`config.mk`:
```
export PLATFORM = sky130hd
export DESIGN_NAME = vga_sync_timing_generator
export DESIGN_NICKNAME = d
export VERILOG_FILES = /design/src/rtl/vga_timing_pkg.sv /design/src/rtl/vga_sync_timing_generator.sv
export SDC_FILE = /design/constraint.sdc
export NUM_CORES = 1
export LEC_CHECK = 0
export BUFFER_PORTS_ARGS = -buffer_cell sky130_fd_sc_hd__clkbuf_2
export CAP_MARGIN = 20
export CORE_ASPECT_RATIO = 2
export CORE_MARGIN = 2
export CORE_UTILIZATION = 50
export CTS_CLUSTER_DIAMETER = 80
export CTS_CLUSTER_SIZE = 10
export DETAILED_ROUTE_END_ITERATION = 10
export PLACE_DENSITY = 0.66
export SLEW_MARGIN = 5
export SYNTH_ARGS = -nofsm -noshare
export SYNTH_HDL_FRONTEND = slang
export SYNTH_SLANG_ARGS = --single-unit
export TNS_END_PERCENT = 100
```
`constraint.sdc`:
```
create_clock -name MCLK -period 6.5 [get_ports MCLK]
set_input_delay 0.65 -clock MCLK [delete_from_list [all_inputs] [get_ports MCLK]]
set_output_delay 0.65 -clock MCLK [all_outputs]
set_load 0.1 [all_outputs]
```
`src/rtl/vga_timing_pkg.sv`:
```
// Purpose: Shared constants and types for the display timing generator.
// Assumes: One clock, MCLK, at 20 MHz; one active pixel per clock.
// Notes: Horizontal porch and sync counts come from the times and the clock period.
package vga_timing_pkg;

  localparam int CLK_PERIOD_NS = 50;

  localparam int H_SYNC_NS  = 3800;
  localparam int H_BACK_NS  = 1900;
  localparam int H_FRONT_NS = 600;

  localparam logic [9:0] H_SYNC_CYC  =
    10'((H_SYNC_NS + CLK_PERIOD_NS - 1) / CLK_PERIOD_NS);
  localparam logic [9:0] H_BACK_CYC  =
    10'((H_BACK_NS + CLK_PERIOD_NS - 1) / CLK_PERIOD_NS);
  localparam logic [9:0] H_FRONT_CYC =
    10'((H_FRONT_NS + CLK_PERIOD_NS - 1) / CLK_PERIOD_NS);
  localparam logic [9:0] H_ACTIVE    = 10'h280;

  localparam logic [9:0] H_DISP_START = H_SYNC_CYC + H_BACK_CYC;
  localparam logic [9:0] H_DISP_END   = H_DISP_START + H_ACTIVE;
  localparam logic [9:0] H_TOTAL      = H_DISP_END + H_FRONT_CYC;

  localparam logic [9:0] V_SYNC_LINES  = 10'h002;
  localparam logic [9:0] V_BACK_LINES  = 10'h021;
  localparam logic [9:0] V_ACTIVE      = 10'h1e0;
  localparam logic [9:0] V_FRONT_LINES = 10'h00a;

  localparam logic [9:0] V_DISP_START = V_SYNC_LINES + V_BACK_LINES;
  localparam logic [9:0] V_DISP_END   = V_DISP_START + V_ACTIVE;
  localparam logic [9:0] V_TOTAL      = V_DISP_END + V_FRONT_LINES;

  localparam int FIFO_DEPTH = 32;
  localparam int COLOR_W    = 4;

  typedef struct packed {
    logic [COLOR_W-1:0] red;
    logic [COLOR_W-1:0] green;
    logic [COLOR_W-1:0] blue;
  } pixel_t;

  localparam pixel_t PIXEL_BLACK = '0;

endpackage : vga_timing_pkg

```
`src/rtl/vga_sync_timing_generator.sv`:
```
// Purpose: Line and frame timing for a 640x480 monitor with a pixel FIFO.
// Assumes: Pixel source fills the FIFO ahead of the visible area.
// Notes: An empty FIFO in the visible area shows black, not stale data.
`timescale 1ns/1ps

module pixel_fifo #(
  parameter int WIDTH = 12,
  parameter int DEPTH = 32
) (
  input  wire logic             clk,
  input  wire logic             rst,
  input  wire logic [WIDTH-1:0] in_data,
  input  wire logic             in_valid,
  output logic                  in_ready,
  output logic      [WIDTH-1:0] out_data,
  output logic                  out_valid,
  input  wire logic             out_ready
);
  localparam int AW = $clog2(DEPTH);

  logic [WIDTH-1:0] mem [DEPTH];
  logic [AW-1:0]    wr_ptr_r;
  logic [AW-1:0]    rd_ptr_r;
  logic [AW:0]      count_r;
  logic [AW:0]      count_nxt;
  logic             in_ready_r;
  wire              push = in_valid && in_ready_r;
  wire              pop  = out_valid && out_ready;

  assign out_valid = (count_r != '0);
  assign out_data  = mem[rd_ptr_r];
  assign in_ready  = in_ready_r;
  assign count_nxt = count_r + (AW+1)'(push) - (AW+1)'(pop);

  // Ready is registered so the top port comes from a flop; it therefore
  // looks one cycle ahead at the count that the next edge will hold.
  always_ff @(posedge clk) begin
    if (rst) begin
      wr_ptr_r   <= '0;
      rd_ptr_r   <= '0;
      count_r    <= '0;
      in_ready_r <= 1'b1;
    end else begin
      wr_ptr_r   <= push ? wr_ptr_r + 1'b1 : wr_ptr_r;
      rd_ptr_r   <= pop ? rd_ptr_r + 1'b1 : rd_ptr_r;
      count_r    <= count_nxt;
      in_ready_r <= (count_nxt != (AW+1)'(DEPTH));
    end
  end

  always_ff @(posedge clk) begin
    if (push) begin
      mem[wr_ptr_r] <= in_data;
    end
  end

  a_fifo_no_overflow: assert property (
    @(posedge clk) disable iff (rst)
    count_r <= (AW+1)'(DEPTH))
    else $error("FIFO count above depth.");

  a_fifo_ready_level: assert property (
    @(posedge clk) disable iff (rst)
    in_ready == (count_r != (AW+1)'(DEPTH)))
    else $error("FIFO ready disagrees with fill level.");

  a_fifo_full_hold: assert property (
    @(posedge clk) disable iff (rst)
    in_valid && !in_ready |=> wr_ptr_r == $past(wr_ptr_r))
    else $error("FIFO took a word while full.");

  a_fifo_empty_hold: assert property (
    @(posedge clk) disable iff (rst)
    !out_valid |=> rd_ptr_r == $past(rd_ptr_r))
    else $error("FIFO read pointer moved while empty.");

endmodule : pixel_fifo

module vga_sync_timing_generator #(
  parameter int FIFO_DEPTH = vga_timing_pkg::FIFO_DEPTH
) (
  input  wire logic                      MCLK,
  input  wire logic                      SYS_RST,
  input  wire vga_timing_pkg::pixel_t    PIX_DATA,
  input  wire logic                      PIX_VALID,
  output logic                           PIX_READY,
  output logic [9:0]                     PIX_COL,
  output logic [9:0]                     PIX_ROW,
  output logic                           PIX_ACTIVE,
  output logic [3:0]                     RED,
  output logic [3:0]                     GREEN,
  output logic [3:0]                     BLUE,
  output logic                           LINE_SYNC_OUT,
  output logic                           FRAME_SYNC_OUT
);
  logic [9:0]             h_r;
  logic [9:0]             v_r;
  logic [9:0]             col_r;
  logic [9:0]             row_r;
  logic                   active_r;
  logic                   line_sync_r;
  logic                   frame_sync_r;
  vga_timing_pkg::pixel_t color_r;
  logic [11:0]            fifo_q;
  logic                   fifo_valid;

  wire h_last   = (h_r == vga_timing_pkg::H_TOTAL - 10'h001);
  wire v_last   = (v_r == vga_timing_pkg::V_TOTAL - 10'h001);
  wire [9:0] h_nxt = h_last ? 10'h000 : h_r + 10'h001;
  wire [9:0] v_nxt = !h_last ? v_r : (v_last ? 10'h000 : v_r + 10'h001);
  wire h_in_sync = (h_r < vga_timing_pkg::H_SYNC_CYC);
  wire v_in_sync = (v_r < vga_timing_pkg::V_SYNC_LINES);
  wire h_disp   = (h_r >= vga_timing_pkg::H_DISP_START) &&
                  (h_r <  vga_timing_pkg::H_DISP_END);
  wire v_disp   = (v_r >= vga_timing_pkg::V_DISP_START) &&
                  (v_r <  vga_timing_pkg::V_DISP_END);
  wire in_view  = h_disp && v_disp;
  wire [9:0] col_nxt = in_view ? h_r - vga_timing_pkg::H_DISP_START : '0;
  wire [9:0] row_nxt = v_disp ? v_r - vga_timing_pkg::V_DISP_START : '0;
  wire vga_timing_pkg::pixel_t color_nxt =
    (in_view && fifo_valid) ? vga_timing_pkg::pixel_t'(fifo_q)
                            : vga_timing_pkg::PIXEL_BLACK;

  // Pixels are pulled strictly in scan order, one per visible clock.
  pixel_fifo #(
    .WIDTH ($bits(vga_timing_pkg::pixel_t)),
    .DEPTH (FIFO_DEPTH)
  ) u_fifo (
    .clk       (MCLK),
    .rst       (SYS_RST),
    .in_data   (PIX_DATA),
    .in_valid  (PIX_VALID),
    .in_ready  (PIX_READY),
    .out_data  (fifo_q),
    .out_valid (fifo_valid),
    .out_ready (in_view)
  );

  always_ff @(posedge MCLK) begin
    if (SYS_RST) begin
      h_r <= '0;
      v_r <= '0;
    end else begin
      h_r <= h_nxt;
      v_r <= v_nxt;
    end
  end

  // All outputs except PIX_READY share one register stage so sync and colour stay aligned.
  always_ff @(posedge MCLK) begin
    if (SYS_RST) begin
      line_sync_r  <= 1'b1;
      frame_sync_r <= 1'b1;
      color_r      <= vga_timing_pkg::PIXEL_BLACK;
      col_r        <= '0;
      row_r        <= '0;
      active_r     <= 1'b0;
    end else begin
      line_sync_r  <= !h_in_sync;
      frame_sync_r <= !v_in_sync;
      color_r      <= color_nxt;
      col_r        <= col_nxt;
      row_r        <= row_nxt;
      active_r     <= in_view;
    end
  end

  assign LINE_SYNC_OUT  = line_sync_r;
  assign FRAME_SYNC_OUT = frame_sync_r;
  assign RED            = color_r.red;
  assign GREEN          = color_r.green;
  assign BLUE           = color_r.blue;
  assign PIX_COL        = col_r;
  assign PIX_ROW        = row_r;
  assign PIX_ACTIVE     = active_r;

  // Helper counters measure sync widths and blank gaps for the checks.
  logic [9:0] hs_low_r;
  logic [9:0] vs_low_r;
  logic [9:0] dark_run_r;
  logic       post_act_r;
  always_ff @(posedge MCLK) begin
    if (SYS_RST) begin
      hs_low_r   <= '0;
      vs_low_r   <= '0;
      dark_run_r <= '0;
      post_act_r <= 1'b0;
    end else begin
      hs_low_r   <= !LINE_SYNC_OUT ? hs_low_r + 10'h001 : '0;
      vs_low_r   <= (!FRAME_SYNC_OUT && h_last) ? vs_low_r + 10'h001
                  : (FRAME_SYNC_OUT ? 10'h000 : vs_low_r);
      dark_run_r <= (PIX_ACTIVE || !LINE_SYNC_OUT) ? 10'h000
                  : dark_run_r + 10'h001;
      post_act_r <= PIX_ACTIVE || (post_act_r && LINE_SYNC_OUT);
    end
  end

  a_line_sync_width: assert property (
    @(posedge MCLK) disable iff (SYS_RST)
    $rose(LINE_SYNC_OUT) |-> hs_low_r == vga_timing_pkg::H_SYNC_CYC)
    else $error("Line sync pulse width wrong.");

  a_frame_sync_lines: assert property (
    @(posedge MCLK) disable iff (SYS_RST)
    $rose(FRAME_SYNC_OUT) |-> vs_low_r == vga_timing_pkg::V_SYNC_LINES)
    else $error("Frame sync pulse not two lines.");

  a_back_porch_dark: assert property (
    @(posedge MCLK) disable iff (SYS_RST)
    $rose(LINE_SYNC_OUT) |-> (!PIX_ACTIVE && color_r == '0) [*8])
    else $error("Colour not dark after line sync.");

  a_back_porch_len: assert property (
    @(posedge MCLK) disable iff (SYS_RST)
    $rose(PIX_ACTIVE) |-> dark_run_r == vga_timing_pkg::H_BACK_CYC)
    else $error("Back porch length wrong.");

  a_active_start: assert property (
    @(posedge MCLK) disable iff (SYS_RST)
    $rose(PIX_ACTIVE) |->
      PIX_COL == 10'h000 && $past(h_r) == vga_timing_pkg::H_DISP_START)
    else $error("Active area starts at wrong clock.");

  a_active_end: assert property (
    @(posedge MCLK) disable iff (SYS_RST)
    $fell(PIX_ACTIVE) |->
      $past(PIX_COL) == vga_timing_pkg::H_ACTIVE - 10'h001)
    else $error("Active area ends at wrong column.");

  a_col_advance: assert property (
    @(posedge MCLK) disable iff (SYS_RST)
    PIX_ACTIVE && $past(PIX_ACTIVE) |-> PIX_COL == $past(PIX_COL) + 10'h001)
    else $error("Column did not advance by one.");

  a_underrun_black: assert property (
    @(posedge MCLK) disable iff (SYS_RST)
    in_view && !fifo_valid |=> color_r == vga_timing_pkg::PIXEL_BLACK)
    else $error("Empty FIFO did not show black.");

  a_front_porch_dark: assert property (
    @(posedge MCLK) disable iff (SYS_RST)
    $fell(PIX_ACTIVE) |-> (color_r == '0 && LINE_SYNC_OUT) [*8])
    else $error("Front porch not dark.");

  a_front_porch_len: assert property (
    @(posedge MCLK) disable iff (SYS_RST)
    $fell(LINE_SYNC_OUT) && post_act_r |->
      dark_run_r == vga_timing_pkg::H_FRONT_CYC)
    else $error("Front porch length wrong.");

  a_dark_outside: assert property (
    @(posedge MCLK) disable iff (SYS_RST)
    !PIX_ACTIVE |-> RED == '0 && GREEN == '0 && BLUE == '0)
    else $error("Colour driven outside active area.");

  a_sync_in_blank: assert property (
    @(posedge MCLK) disable iff (SYS_RST)
    !LINE_SYNC_OUT |-> !PIX_ACTIVE && color_r == '0)
    else $error("Colour shown during line sync.");

  a_row_range: assert property (
    @(posedge MCLK) disable iff (SYS_RST)
    PIX_ACTIVE |-> PIX_ROW < vga_timing_pkg::V_ACTIVE
                   && PIX_COL < vga_timing_pkg::H_ACTIVE)
    else $error("Active pixel outside 640x480.");

  a_row_steady: assert property (
    @(posedge MCLK) disable iff (SYS_RST)
    PIX_ACTIVE && $past(PIX_ACTIVE) |-> $stable(PIX_ROW))
    else $error("Row changed inside a line.");

  a_counter_wrap: assert property (
    @(posedge MCLK) disable iff (SYS_RST)
    h_last && v_last |=> h_r == 10'h000 && v_r == 10'h000)
    else $error("Frame counters did not wrap.");

  a_line_wrap: assert property (
    @(posedge MCLK) disable iff (SYS_RST)
    h_last |=> h_r == 10'h000)
    else $error("Pixel counter did not wrap.");

  a_pixel_step: assert property (
    @(posedge MCLK) disable iff (SYS_RST)
    !h_last |=> h_r == $past(h_r) + 10'h001)
    else $error("Pixel counter did not step by one.");

  a_line_hold: assert property (
    @(posedge MCLK) disable iff (SYS_RST)
    !h_last |=> $stable(v_r))
    else $error("Line counter moved inside a line.");

  a_frame_on_line: assert property (
    @(posedge MCLK) disable iff (SYS_RST)
    $changed(FRAME_SYNC_OUT) |-> $fell(LINE_SYNC_OUT))
    else $error("Frame sync moved away from a line start.");

  a_sync_idle_high: assert property (
    @(posedge MCLK) disable iff (SYS_RST)
    PIX_ACTIVE |-> LINE_SYNC_OUT && FRAME_SYNC_OUT)
    else $error("Sync low during active area.");

  a_blank_col_zero: assert property (
    @(posedge MCLK) disable iff (SYS_RST)
    !PIX_ACTIVE |-> PIX_COL == 10'h000)
    else $error("Column not zero while blank.");

endmodule : vga_sync_timing_generator

```
==> impl_results.md, run 1 <==
* Fin area at roughly 0.02 sq mm
* Max Slew Vio Count at 0
* Hold Path Class: reg -> reg
* Number of standard cells after synthesis at 1040
* Share of cells above drive strength 1 at 0.203
* Leakage power at 0.00657 uW
* Max-Cap Viols at 0
* CTS Hold Buffers Added at 0
* Sink Count at 456
* Cts repair resizes at 0
* TNS Setup at 0 ns
* Setup bufs post-CTS at 0
* Outcome: finished, final reports clean
* Drt drc at 0
* Fin crit period at about 3.4 ns
* R2r setup slk at 3.07 ns
* Ys Warns at 0
* Initial Util at 0.504
* Worst setup SP type: flop
* I/O Buffers at 50
* WL per Instance at approximately 25 um
* Core area at about 0.036 sq mm
* Number of nets with antenna violations after routing at 0
* CTS tree: done
* Crit path to: u_fifo.in_ready
* # IOs at 51
* Peak supply drop at roughly 0.23 mV
* Tcrit/Tclk final at 0.528
* P&R area growth vs syn at 13.1%
* Largest net degree at the start of global routing at 65
* Sequential area share after synthesis at 0.723
* Fin util at 0.571
* Final hold viol count at 0
* Worst Tran Pin Value at roughly 1.1 ns
* Avg Cell Area, Syn at 17.2 sq um
* Pint at around 5000 uW
* Critical Path End Type: flop
* Seq pwr share at 0.523
* Crit path arrival time at ~3.9 ns
* Clock-pin slew on the worst setup and hold paths at around 0.06 ns
* Row cnt at between 90 and 100
* Placed Area at between 0.015 and 0.02 sq mm
* Routability Congestion at 0.837
* Logic pwr share at 0.056
* FF-to-FF path depth at 14
* H-tree depth at 2
* Vias per inst at around 5.8
* Ys flop type: edfxtp_1
* Synth cell types at 61
* Die width at approximately 140 um
* Clock latency on the worst-skew pair at ~0.56 ns
* Total grt overflow at 0
* Initial DRT Pass Iterations at 5
* Pwr dens at 307 mW/mm^2
* Clock Power Share at 0.421
* Total global-route track usage at 0.219
* Via count at ~9400
* Critical path peak fanout at 9
* Detail Placement HPWL at about 25 mm
* Switching part of the total at 0.214
* First-pass GRT wire length at just under 60 mm
* # diodes at 0
* Syn nets at roughly 1100
* Unrepaired setup endpoints after global routing: no
* Slew headroom at 0.238
* Share of synthesized registers carrying an async set or reset at 0
* Number of enable flip-flop cells after synthesis at 384
* # setup viols final at 0
* Number of buffers created by CTS at 51
* Die extent in y at ~270 um
* Fmax at just under 0.3 GHz
* Routed wire length at 40.2 mm
* Worst flop-to-flop path startpoint: h_r[2]
* Clock Tree Buf Depth at 3
* Most frequent cells in the layout: edfxtp_1 (384), nor2_1 (97), mux4_2 (72)
* CP required at just under 7 ns
* CP startpoint: h_r[2]
* DRT iter0 DRCs at slightly below 700
* Critical path type: reg -> reg
* Clk_skew at approximately 0.014 ns
* Vias in the first global route at 9635
* Commonest non-fill, non-tap cell in the layout: edfxtp_1
* Psw at 1330 uW
* Initial antenna violation count at 0
* Hold path cells at 1
* Final nets at 1161
* Yosys reg bits at ~460
* RR Endpoint: u_fifo.in_ready
* Die footprint at 0.0375 sq mm
* Clock Tree Root: clkbuf_16
* Cell Area, Synth at ~0.018 sq mm
## cells in the mapped netlist (all sizes together), types with 2 or more instances
cell type / count / area (sq um)
nand2: 30 / 113
o21ai: 16 / 80.1
mux2: 4 / 45.0
or3b: 4 / 35.0
and3: 12 / 76.3
xor2: 16 / 140
o22ai: 12 / 75.1
nor2b: 7 / 43.8
nand3: 7 / 35.0
or3: 2 / 12.5
buf: 29 / 179
ha: 20 / 250
a22o: 2 / 17.5
nor4: 6 / 37.5
clkbuf: 28 / 105
a22oi: 10 / 75.1
a21boi: 2 / 15.0
or2: 3 / 18.8
xnor2: 19 / 166
nor3b: 3 / 27.5
nor3: 11 / 76.3
a211oi: 12 / 90.1
a21oi: 18 / 93.8
or4: 4 / 37.5
o31ai: 2 / 15.0
nand4: 14 / 87.6
nand3b: 4 / 30.0
nand4b: 4 / 35.0
mux2i: 62 / 621
inv: 25 / 93.8
a2111oi: 2 / 17.5
dfxtp: 72 / 1440
mux4: 72 / 1620
o221ai: 12 / 105
and2: 3 / 18.8
edfxtp: 384 / 11500
nor2: 98 / 370
## registers in the layout (all words and copies together), names as in the netlist, 5 cells and up
name / cells
h_r: 10
u_fifo.count_r: 6
u_fifo.rd_ptr_r: 5
u_fifo.mem: 384
PIX_ROW: 10
v_r: 10
u_fifo.wr_ptr_r: 5
PIX_COL: 10
## power by group through the flow
| stage | Sequential, uW | Combinational (uW) | Clock [uW] |
|---|---|---|---|
| floorplan | 3330 | 197 | 0 |
| detailed placement | 3310 | 350 | 0 |
| CTS | 3250 | 351 | 2660 |
| global placement | 3310 | 344 | 0 |
| global route | 3260 | 385 | 2760 |
| finish | 3250 | 348 | 2620 |
## final cells by class
| class | count | area (sq um) |
|---|---|---|
| Tap cell | 450 | 563 |
| Multi-Input combinational cell | 502 | 4600 |
| Sequential cell | 456 | 13000 |
| Clock inverter | 1 | 30.0 |
| Inverter | 25 | 93.8 |
| Clock buffer | 92 | 1470 |
| Fill cell | 2753 | 15300 |
| Timing Repair Buffer | 89 | 556 |
## worst min path at each step
stage          startpoint          to  slack (ns)
2_1_floorplan      v_r[0]  PIX_ROW[0]        0.43
3_3_place_gp       v_r[0]  PIX_ROW[0]        0.45
3_5_place_dp       v_r[0]  PIX_ROW[0]        0.48
4_1_cts            v_r[0]  PIX_ROW[0]        0.49
5_1_grt            v_r[0]  PIX_ROW[0]        0.50
6_report           v_r[0]  PIX_ROW[0]        0.50
## through the flow
stage / setup slack, ns / power (uW) / hold slack (ns) / std cells
floorplan: 3.42 / 3520 / 0.430 / 1040
global placement: 3.14 / 3650 / 0.455 / 1518
detailed placement: 3.12 / 3660 / 0.477 / 1522
CTS: 3.10 / 6270 / 0.493 / 1615
global route: 2.79 / 6410 / 0.502 / 1615
finish: 3.07 / 6220 / 0.498 / 1615
## worst max-delay path, stage by stage, from the launching register on
cell and delay (ns):
dfxtp_1 0.37, inv_1 0.12, ha_1 0.14, or3b_1 0.35, a21oi_1 0.27, o2bb2ai_2 0.21, nor3b_2 0.35, ha_1 0.21
inv_1 0.06, ha_1 0.28, a21o_1 0.11, a21oi_1 0.10, or4_1 0.49, nand4_1 0.13, nand4b_1 0.10
## per-layer routing
metal  routed length [um]  part of all wire  GRT usage
met1                14600              0.36      0.245
met2                22200              0.55      0.401
met3                 1540             0.038     0.0277
met4                 1890             0.047      0.105
met5                    0                 0          0
## cells by family (layout without fill, tap and decap cells)
family                     after synthesis  in the layout  synth area share
and+or+nand+nor                        214            214            0.0601
DFF                                    456            456             0.723
muxes                                  138            138             0.128
buffers and inverters                   82            207            0.0211
adders and majority gates               21             21            0.0151
AOI/OAI and AO/OA                       94             94            0.0360
xor gates and xnor gates                35             35            0.0171
No activity file was read; power rests on OpenSTA's default activity.
==> run 2, diff against run 1 <==
PLACE_DENSITY = 0.69   (was 0.66)
clock period = 2.8 ns   (was 6.5 ns; I/O delays follow)
==> impl_results.md, run 2 (same netlist as run 1, synthesis figures left out) <==
* Outcome: complete, but fails checks
* Failing checks: negative setup slack
* Filler Cell Count at approximately 2600
* Die width at ~140 um
* Core area at ~0.036 sq mm
* Hold Path Class: in -> reg
* Sink Count at 456
* Crit-path cells: ha_4 > or4_4 > nor3_4 > nor2_4 > nor3b_4 > ha_4 > inv_4 > ha_4 > a21o_1 > a21oi_2 > or4_4 > nand4_1 > nand4b_1
* Worst setup SP type: flop
* Number of buffers created by CTS at 51
* Clock Tree Buf Depth at 3
* Initial antenna violation count at 0
* Drt drc at 0
* Crit-path leading delay family: simple AND/OR/NAND/NOR gates
* H-tree depth at 2
* Row cnt at 98
* Worst flop-to-flop path startpoint: v_r[0]
* Vias per inst at roughly 5.8
* Unrepaired setup endpoints after global routing: yes
* Crit path to: u_fifo.in_ready
* Slowest library cell on the worst path: or4_4
* Critical path peak fanout at 2
* Leakage power at 0.00693 uW
* P&R area growth vs syn at 16.5%
* Initial Util at 0.504
* Final nets at between 1000 and 1500
* Most flop-heavy register: u_fifo.mem
* Commonest non-fill, non-tap cell in the layout: edfxtp_1
* Crit-path max cell delay at around 0.48 ns
* # setup viols final at 2
* Critical path type: reg -> reg
* Multi-input logic area at roughly 0.0047 sq mm
* # diodes at 0
* DRT met1 WL at about 14 mm
* Routability Congestion at about 0.85
* Share of cells above drive strength 1 at 0.262
* Total global-route track usage at 0.223
* Final hold viol count at 0
* Worst path bufs/invs at 1
* Clk_skew at roughly 0.016 ns
* CP required at 3.23 ns
* Worst Tran Pin Value at just over 0.8 ns
* CP most frequent cell: ha_4
* Clock Tree Root: clkbuf_16
* Via count at about 9700
* Crit path arrival time at about 3.4 ns
* Most frequent cells in the layout: edfxtp_1 (384), buf_4 (103), nor2_1 (97)
* Die footprint at 0.0375 sq mm
* Total chip power at around 14000 uW
* R2r setup slk at -0.17 ns
* Metal3 WL at about 1.5 mm
* Number of nets with antenna violations after routing at 0
* Number of flip-flops under the largest register name at about 380
* Die extent in y at between 200 and 300 um
* FF-to-FF path depth at 13
* # IOs at 51
* Peak supply drop at between 0.6 and 0.7 mV
* Detail Placement HPWL at between 20 and 30 mm
* WL per Instance at 24.6 um
* Routed wire length at ~41 mm
* Fin crit period at 2.97 ns
* Reg area at about 0.013 sq mm
* Routed wl met2 at around 23 mm
* Tcrit/Tclk final at 1.06
* Total grt overflow at 0
* RR Endpoint: u_fifo.in_ready
* Pwr dens at around 700 mW/mm^2
* Initial DRT Pass Iterations at 5
* First-pass GRT wire length at 60.5 mm
* DRT iter0 DRCs at 716
* Critical Path End Type: flop
* Critical Path Stages at 13
* Largest net degree at the start of global routing at 33
* Clock-pin slew on the worst setup and hold paths at approximately 0.06 ns
* Worst setup margin at -0.169 ns
* Clock latency on the worst-skew pair at 0.57 ns
* Place WS at -0.153 ns
* Highest routed layer: met4
* CP startpoint: v_r[0]
* Max Slew Vio Count at 0
* I/O Buffers at 50
* Slew headroom at 0.463
* CTS tree: done
* Fmax at 0.337 GHz
* Vias in the first global route at roughly 10000
* Max-Cap Viols at 0
[run 2: cell types whose count changed in the layout (fill, tap and decap cells not counted), moves of 3 or more]
| cell | before | now |
|---|---|---|
| buf_4 | 38 | 103 |
| clkbuf_1 | 39 | 28 |
| ha_1 | 20 | 16 |
| ha_4 | 0 | 4 |
| a21oi_1 | 17 | 14 |
| a21oi_2 | 1 | 4 |
| buf_12 | 1 | 4 |
[run 2: repair_timing]
item                       in CTS  in global routing
buffers inserted                2                  1
setup endpoints to repair       2                  4
hold buffers                    0                  0
gates resized for setup         2                  7
pin swaps                       0                  5
[run 2: per-stage QoR]
stage | setup TNS (ns) | hold slack [ns] | area [sq um] | instances | utilization
after floorplan | -0.304 | 0.379 | 18000 | 1040 | -
after global placement | -0.0856 | 0.518 | 19400 | 1587 | 0.545
after detailed placement | -0.198 | 0.523 | 19400 | 1587 | 0.545
after CTS | -0.171 | 0.137 | 20900 | 1672 | 0.586
after global routing | -0.599 | 0.183 | 20900 | 1673 | 0.588
final | -0.225 | 0.151 | 20900 | 1673 | 0.588
[run 2: worst min path at each step]
| stage | from | to | slack, ns | cells after the start |
|---|---|---|---|---|
| after CTS | SYS_RST | u_fifo.rd_ptr_r[1] | 0.14 | 4 |
| after detailed placement | v_r[0] | PIX_ROW[0] | 0.52 | 2 |
| final | SYS_RST | u_fifo.rd_ptr_r[1] | 0.15 | 4 |
| after floorplan | PIX_DATA[0] | u_fifo.mem[0][0] | 0.38 | 0 |
| after global placement | v_r[0] | PIX_ROW[0] | 0.52 | 2 |
| after global routing | SYS_RST | u_fifo.rd_ptr_r[1] | 0.18 | 4 |
[run 2: worst reg2reg max path, cell delays in order, from the launching register on]
cell      delay (ns)
dfxtp_2         0.33
ha_4            0.15
or4_4           0.44
nor3_4          0.24
nor2_4          0.08
nor3b_4         0.23
ha_4            0.18
inv_4           0.04
ha_4            0.25
a21o_1          0.11
a21oi_2         0.07
or4_4           0.48
nand4_1         0.11
nand4b_1        0.11
[run 2: report_power, final]
| group | switching [uW] | total (uW) | internal (uW) | leakage (uW) |
|---|---|---|---|---|
| combinational | 581 | 905 | 324 | 0.00218 |
| clock | 2490 | 5980 | 3500 | 0.000699 |
| sequential | 50.4 | 7550 | 7500 | 0.00404 |
| total | 3120 | 14400 | 11300 | 0.00693 |
[run 2: area by class of cell]
cell class,instances,share of cell area
inverter,25,0.00461
sequential,456,0.621
timing repair buffer,157,0.0528
clock inverter,3,0.00264
tap,450,0.0270
multi-input combinational,502,0.224
clock buffer,80,0.0673
[run 2: per-layer routing]
metal,global-route usage,vias up
met5,0,-
met4,0.104,0
met3,0.0266,99
met2,0.423,274
met1,0.240,4969
li1,-,4355
==> run 3, diff against run 2 <==
PLACE_DENSITY = 0.66   (was 0.69)
clock period = 3 ns   (was 2.8 ns; I/O delays follow)
==> impl_results.md, run 3 (same netlist as run 1, synthesis figures left out) <==
* WL per Instance at between 20 and 25 um
* Fin crit period at 2.96 ns
* Routability Congestion at ~0.86
* Routed wire length at about 40 mm
* Max Slew Vio Count at 0
* Vias in the first global route at about 10000
* Clock latency on the worst-skew pair at roughly 0.57 ns
* Slew headroom at 0.491
* Critical path type: reg -> reg
* Met1 Track Usage GR at 0.247
* Critical path peak fanout at 2
* CTS Hold Buffers Added at 0
* CP required at roughly 3.5 ns
* Worst path bufs/invs at 2
* Crit-path max cell delay at around 0.38 ns
* Number of flip-flops under the largest register name at between 300 and 400
* # setup viols final at 0
* Crit-path leading delay family: simple AND/OR/NAND/NOR gates
* Pwr dens at around 650 mW/mm^2
* Number of nets with antenna violations after routing at 0
* CTS tree: done
* Largest net degree at the start of global routing at 33
* Die footprint at 0.0375 sq mm
* Outcome: finished, final reports clean
* Initial DRT Pass Iterations at 5
* Detail Placement HPWL at about 27 mm
* Total chip power at around 13000 uW
* Leakage power at ~0.007 uW
* Final nets at between 1000 and 1500
* DRT iter0 DRCs at around 640
* Vias per inst at 5.79
* Placed Area at 0.0192 sq mm
* Drt drc at 0
* Via count at just under 10000
* Clock Tree Buf Depth at 3
* M3 GR Usage at 0.0285
* Fin area at roughly 0.021 sq mm
* Worst setup SP type: flop
* I/O Buffers at 50
* Die width at about 140 um
* H-tree depth at 2
* Clock-pin slew on the worst setup and hold paths at 0.06 ns
* Total global-route track usage at 0.221
* Total grt overflow at 0
* # IOs at around 50
* Clock Tree Root: clkbuf_16
* Final hold viol count at 0
* Share of cells above drive strength 1 at 0.251
* Worst Tran Pin Value at about 0.76 ns
* Number of buffers created by CTS at between 50 and 60
* Most frequent cells in the layout: edfxtp_1 (384), nor2_1 (97), buf_4 (86)
* Top Usage Layer GRT: met2
* Critical Path End Type: flop
* CP most frequent cell: ha_4
* Met2 usage at 0.406
* Initial antenna violation count at 0
* Unrepaired setup endpoints after global routing: yes
* Hold Path Class: in -> reg
* Initial Util at 0.504
* Clk_skew at roughly 0.015 ns
* Die extent in y at 272 um
* Crit path arrival time at approximately 3.4 ns
* Filler Cell Count at 2667
* Final hold slack at ~0.19 ns
* Tcrit/Tclk final at 0.985
* Crit-path cells: inv_2 > ha_4 > or3b_4 > a21oi_4 > o2bb2ai_4 > nor3b_4 > ha_4 > inv_2 > ha_4 > fa_2 > a21oi_2 > nor2_1 > nor2_1 > xor2_1 > nand4b_1
* Row cnt at 98
* Most flop-heavy register: u_fifo.mem
* P&R area growth vs syn at 16.0%
* Slowest library cell on the worst path: or3b_4
* Core area at roughly 0.036 sq mm
* Fmax at ~0.34 GHz
* Max-Cap Viols at 0
* Sink Count at 456
* Commonest non-fill, non-tap cell in the layout: edfxtp_1
* # diodes at 0
* Peak supply drop at 0.424 mV
* First-pass GRT wire length at between 60 and 70 mm
-- run 3: cell count changes in the layout (fill, tap and decap cells not counted), sizes merged --
cell / previous run / this run
clkbuf: 130 / 131
buf: 107 / 92
-- run 3: path summary, 6_finish.rpt --
check          start            endpoint  slack [ns]  cells past startpoint
min reg2reg   v_r[0]          PIX_ROW[0]        0.54                      2
min          SYS_RST  u_fifo.rd_ptr_r[1]        0.19                      4
max           h_r[2]     u_fifo.in_ready        0.04                     15
max reg2reg   h_r[2]     u_fifo.in_ready        0.04                     15
-- run 3: repair_timing --
action                                  in CTS  in global routing
cloned                                       0                  0
endpoints found under the setup margin       1                  3
resized for setup                            8                  6
pin swaps                                   10                  5
buffers inserted                             3                  2
-- run 3: through the flow --
stage / TNS (ns) / utilization / worst slack [ns] / instances
after detailed placement: -0.0404 / 0.541 / -0.0404 / 1570
after global routing: -0.147 / 0.585 / -0.104 / 1659
after floorplan: -0.00778 / - / -0.00778 / 1040
after CTS: 0 / 0.584 / 0.0177 / 1657
final: 0 / 0.585 / 0.0440 / 1659
after global placement: 0 / 0.541 / 0.0169 / 1570
-- run 3: power breakdown --
part	internal [uW]	switching [uW]
combinational	301	542
sequential	7000	44.7
clock	3270	2330
-- run 3: final cells by class --
cell class	instances	area, sq um	share of cell area
clock buffer	81	1410	0.0677
multi-input combinational	502	4700	0.226
inverter	25	93.8	0.00451
timing repair buffer	142	1020	0.0488
clock inverter	3	55.1	0.00264
sequential	456	13000	0.624
tap	450	563	0.0270
-- run 3: layer usage --
| layer | wire, um | vias up |
|---|---|---|
| li1 | - | 4325 |
| met5 | 0 | - |
| met3 | 1720 | 105 |
| met4 | 1980 | 0 |
| met1 | 14500 | 4882 |
| met2 | 22100 | 296 |
-- run 3: worst reg2reg max path, delay by kind of cell (launching register included) --
kind                     cells  cell delay [ns]
flip-flops                   1             0.32
AO/OA/AOI/OAI                3             0.41
XOR/XNOR                     1             0.21
AND/OR/NAND/NOR              5             0.97
buffers and inverters        2             0.10
adder cells (fa/ha/maj)      4             0.82
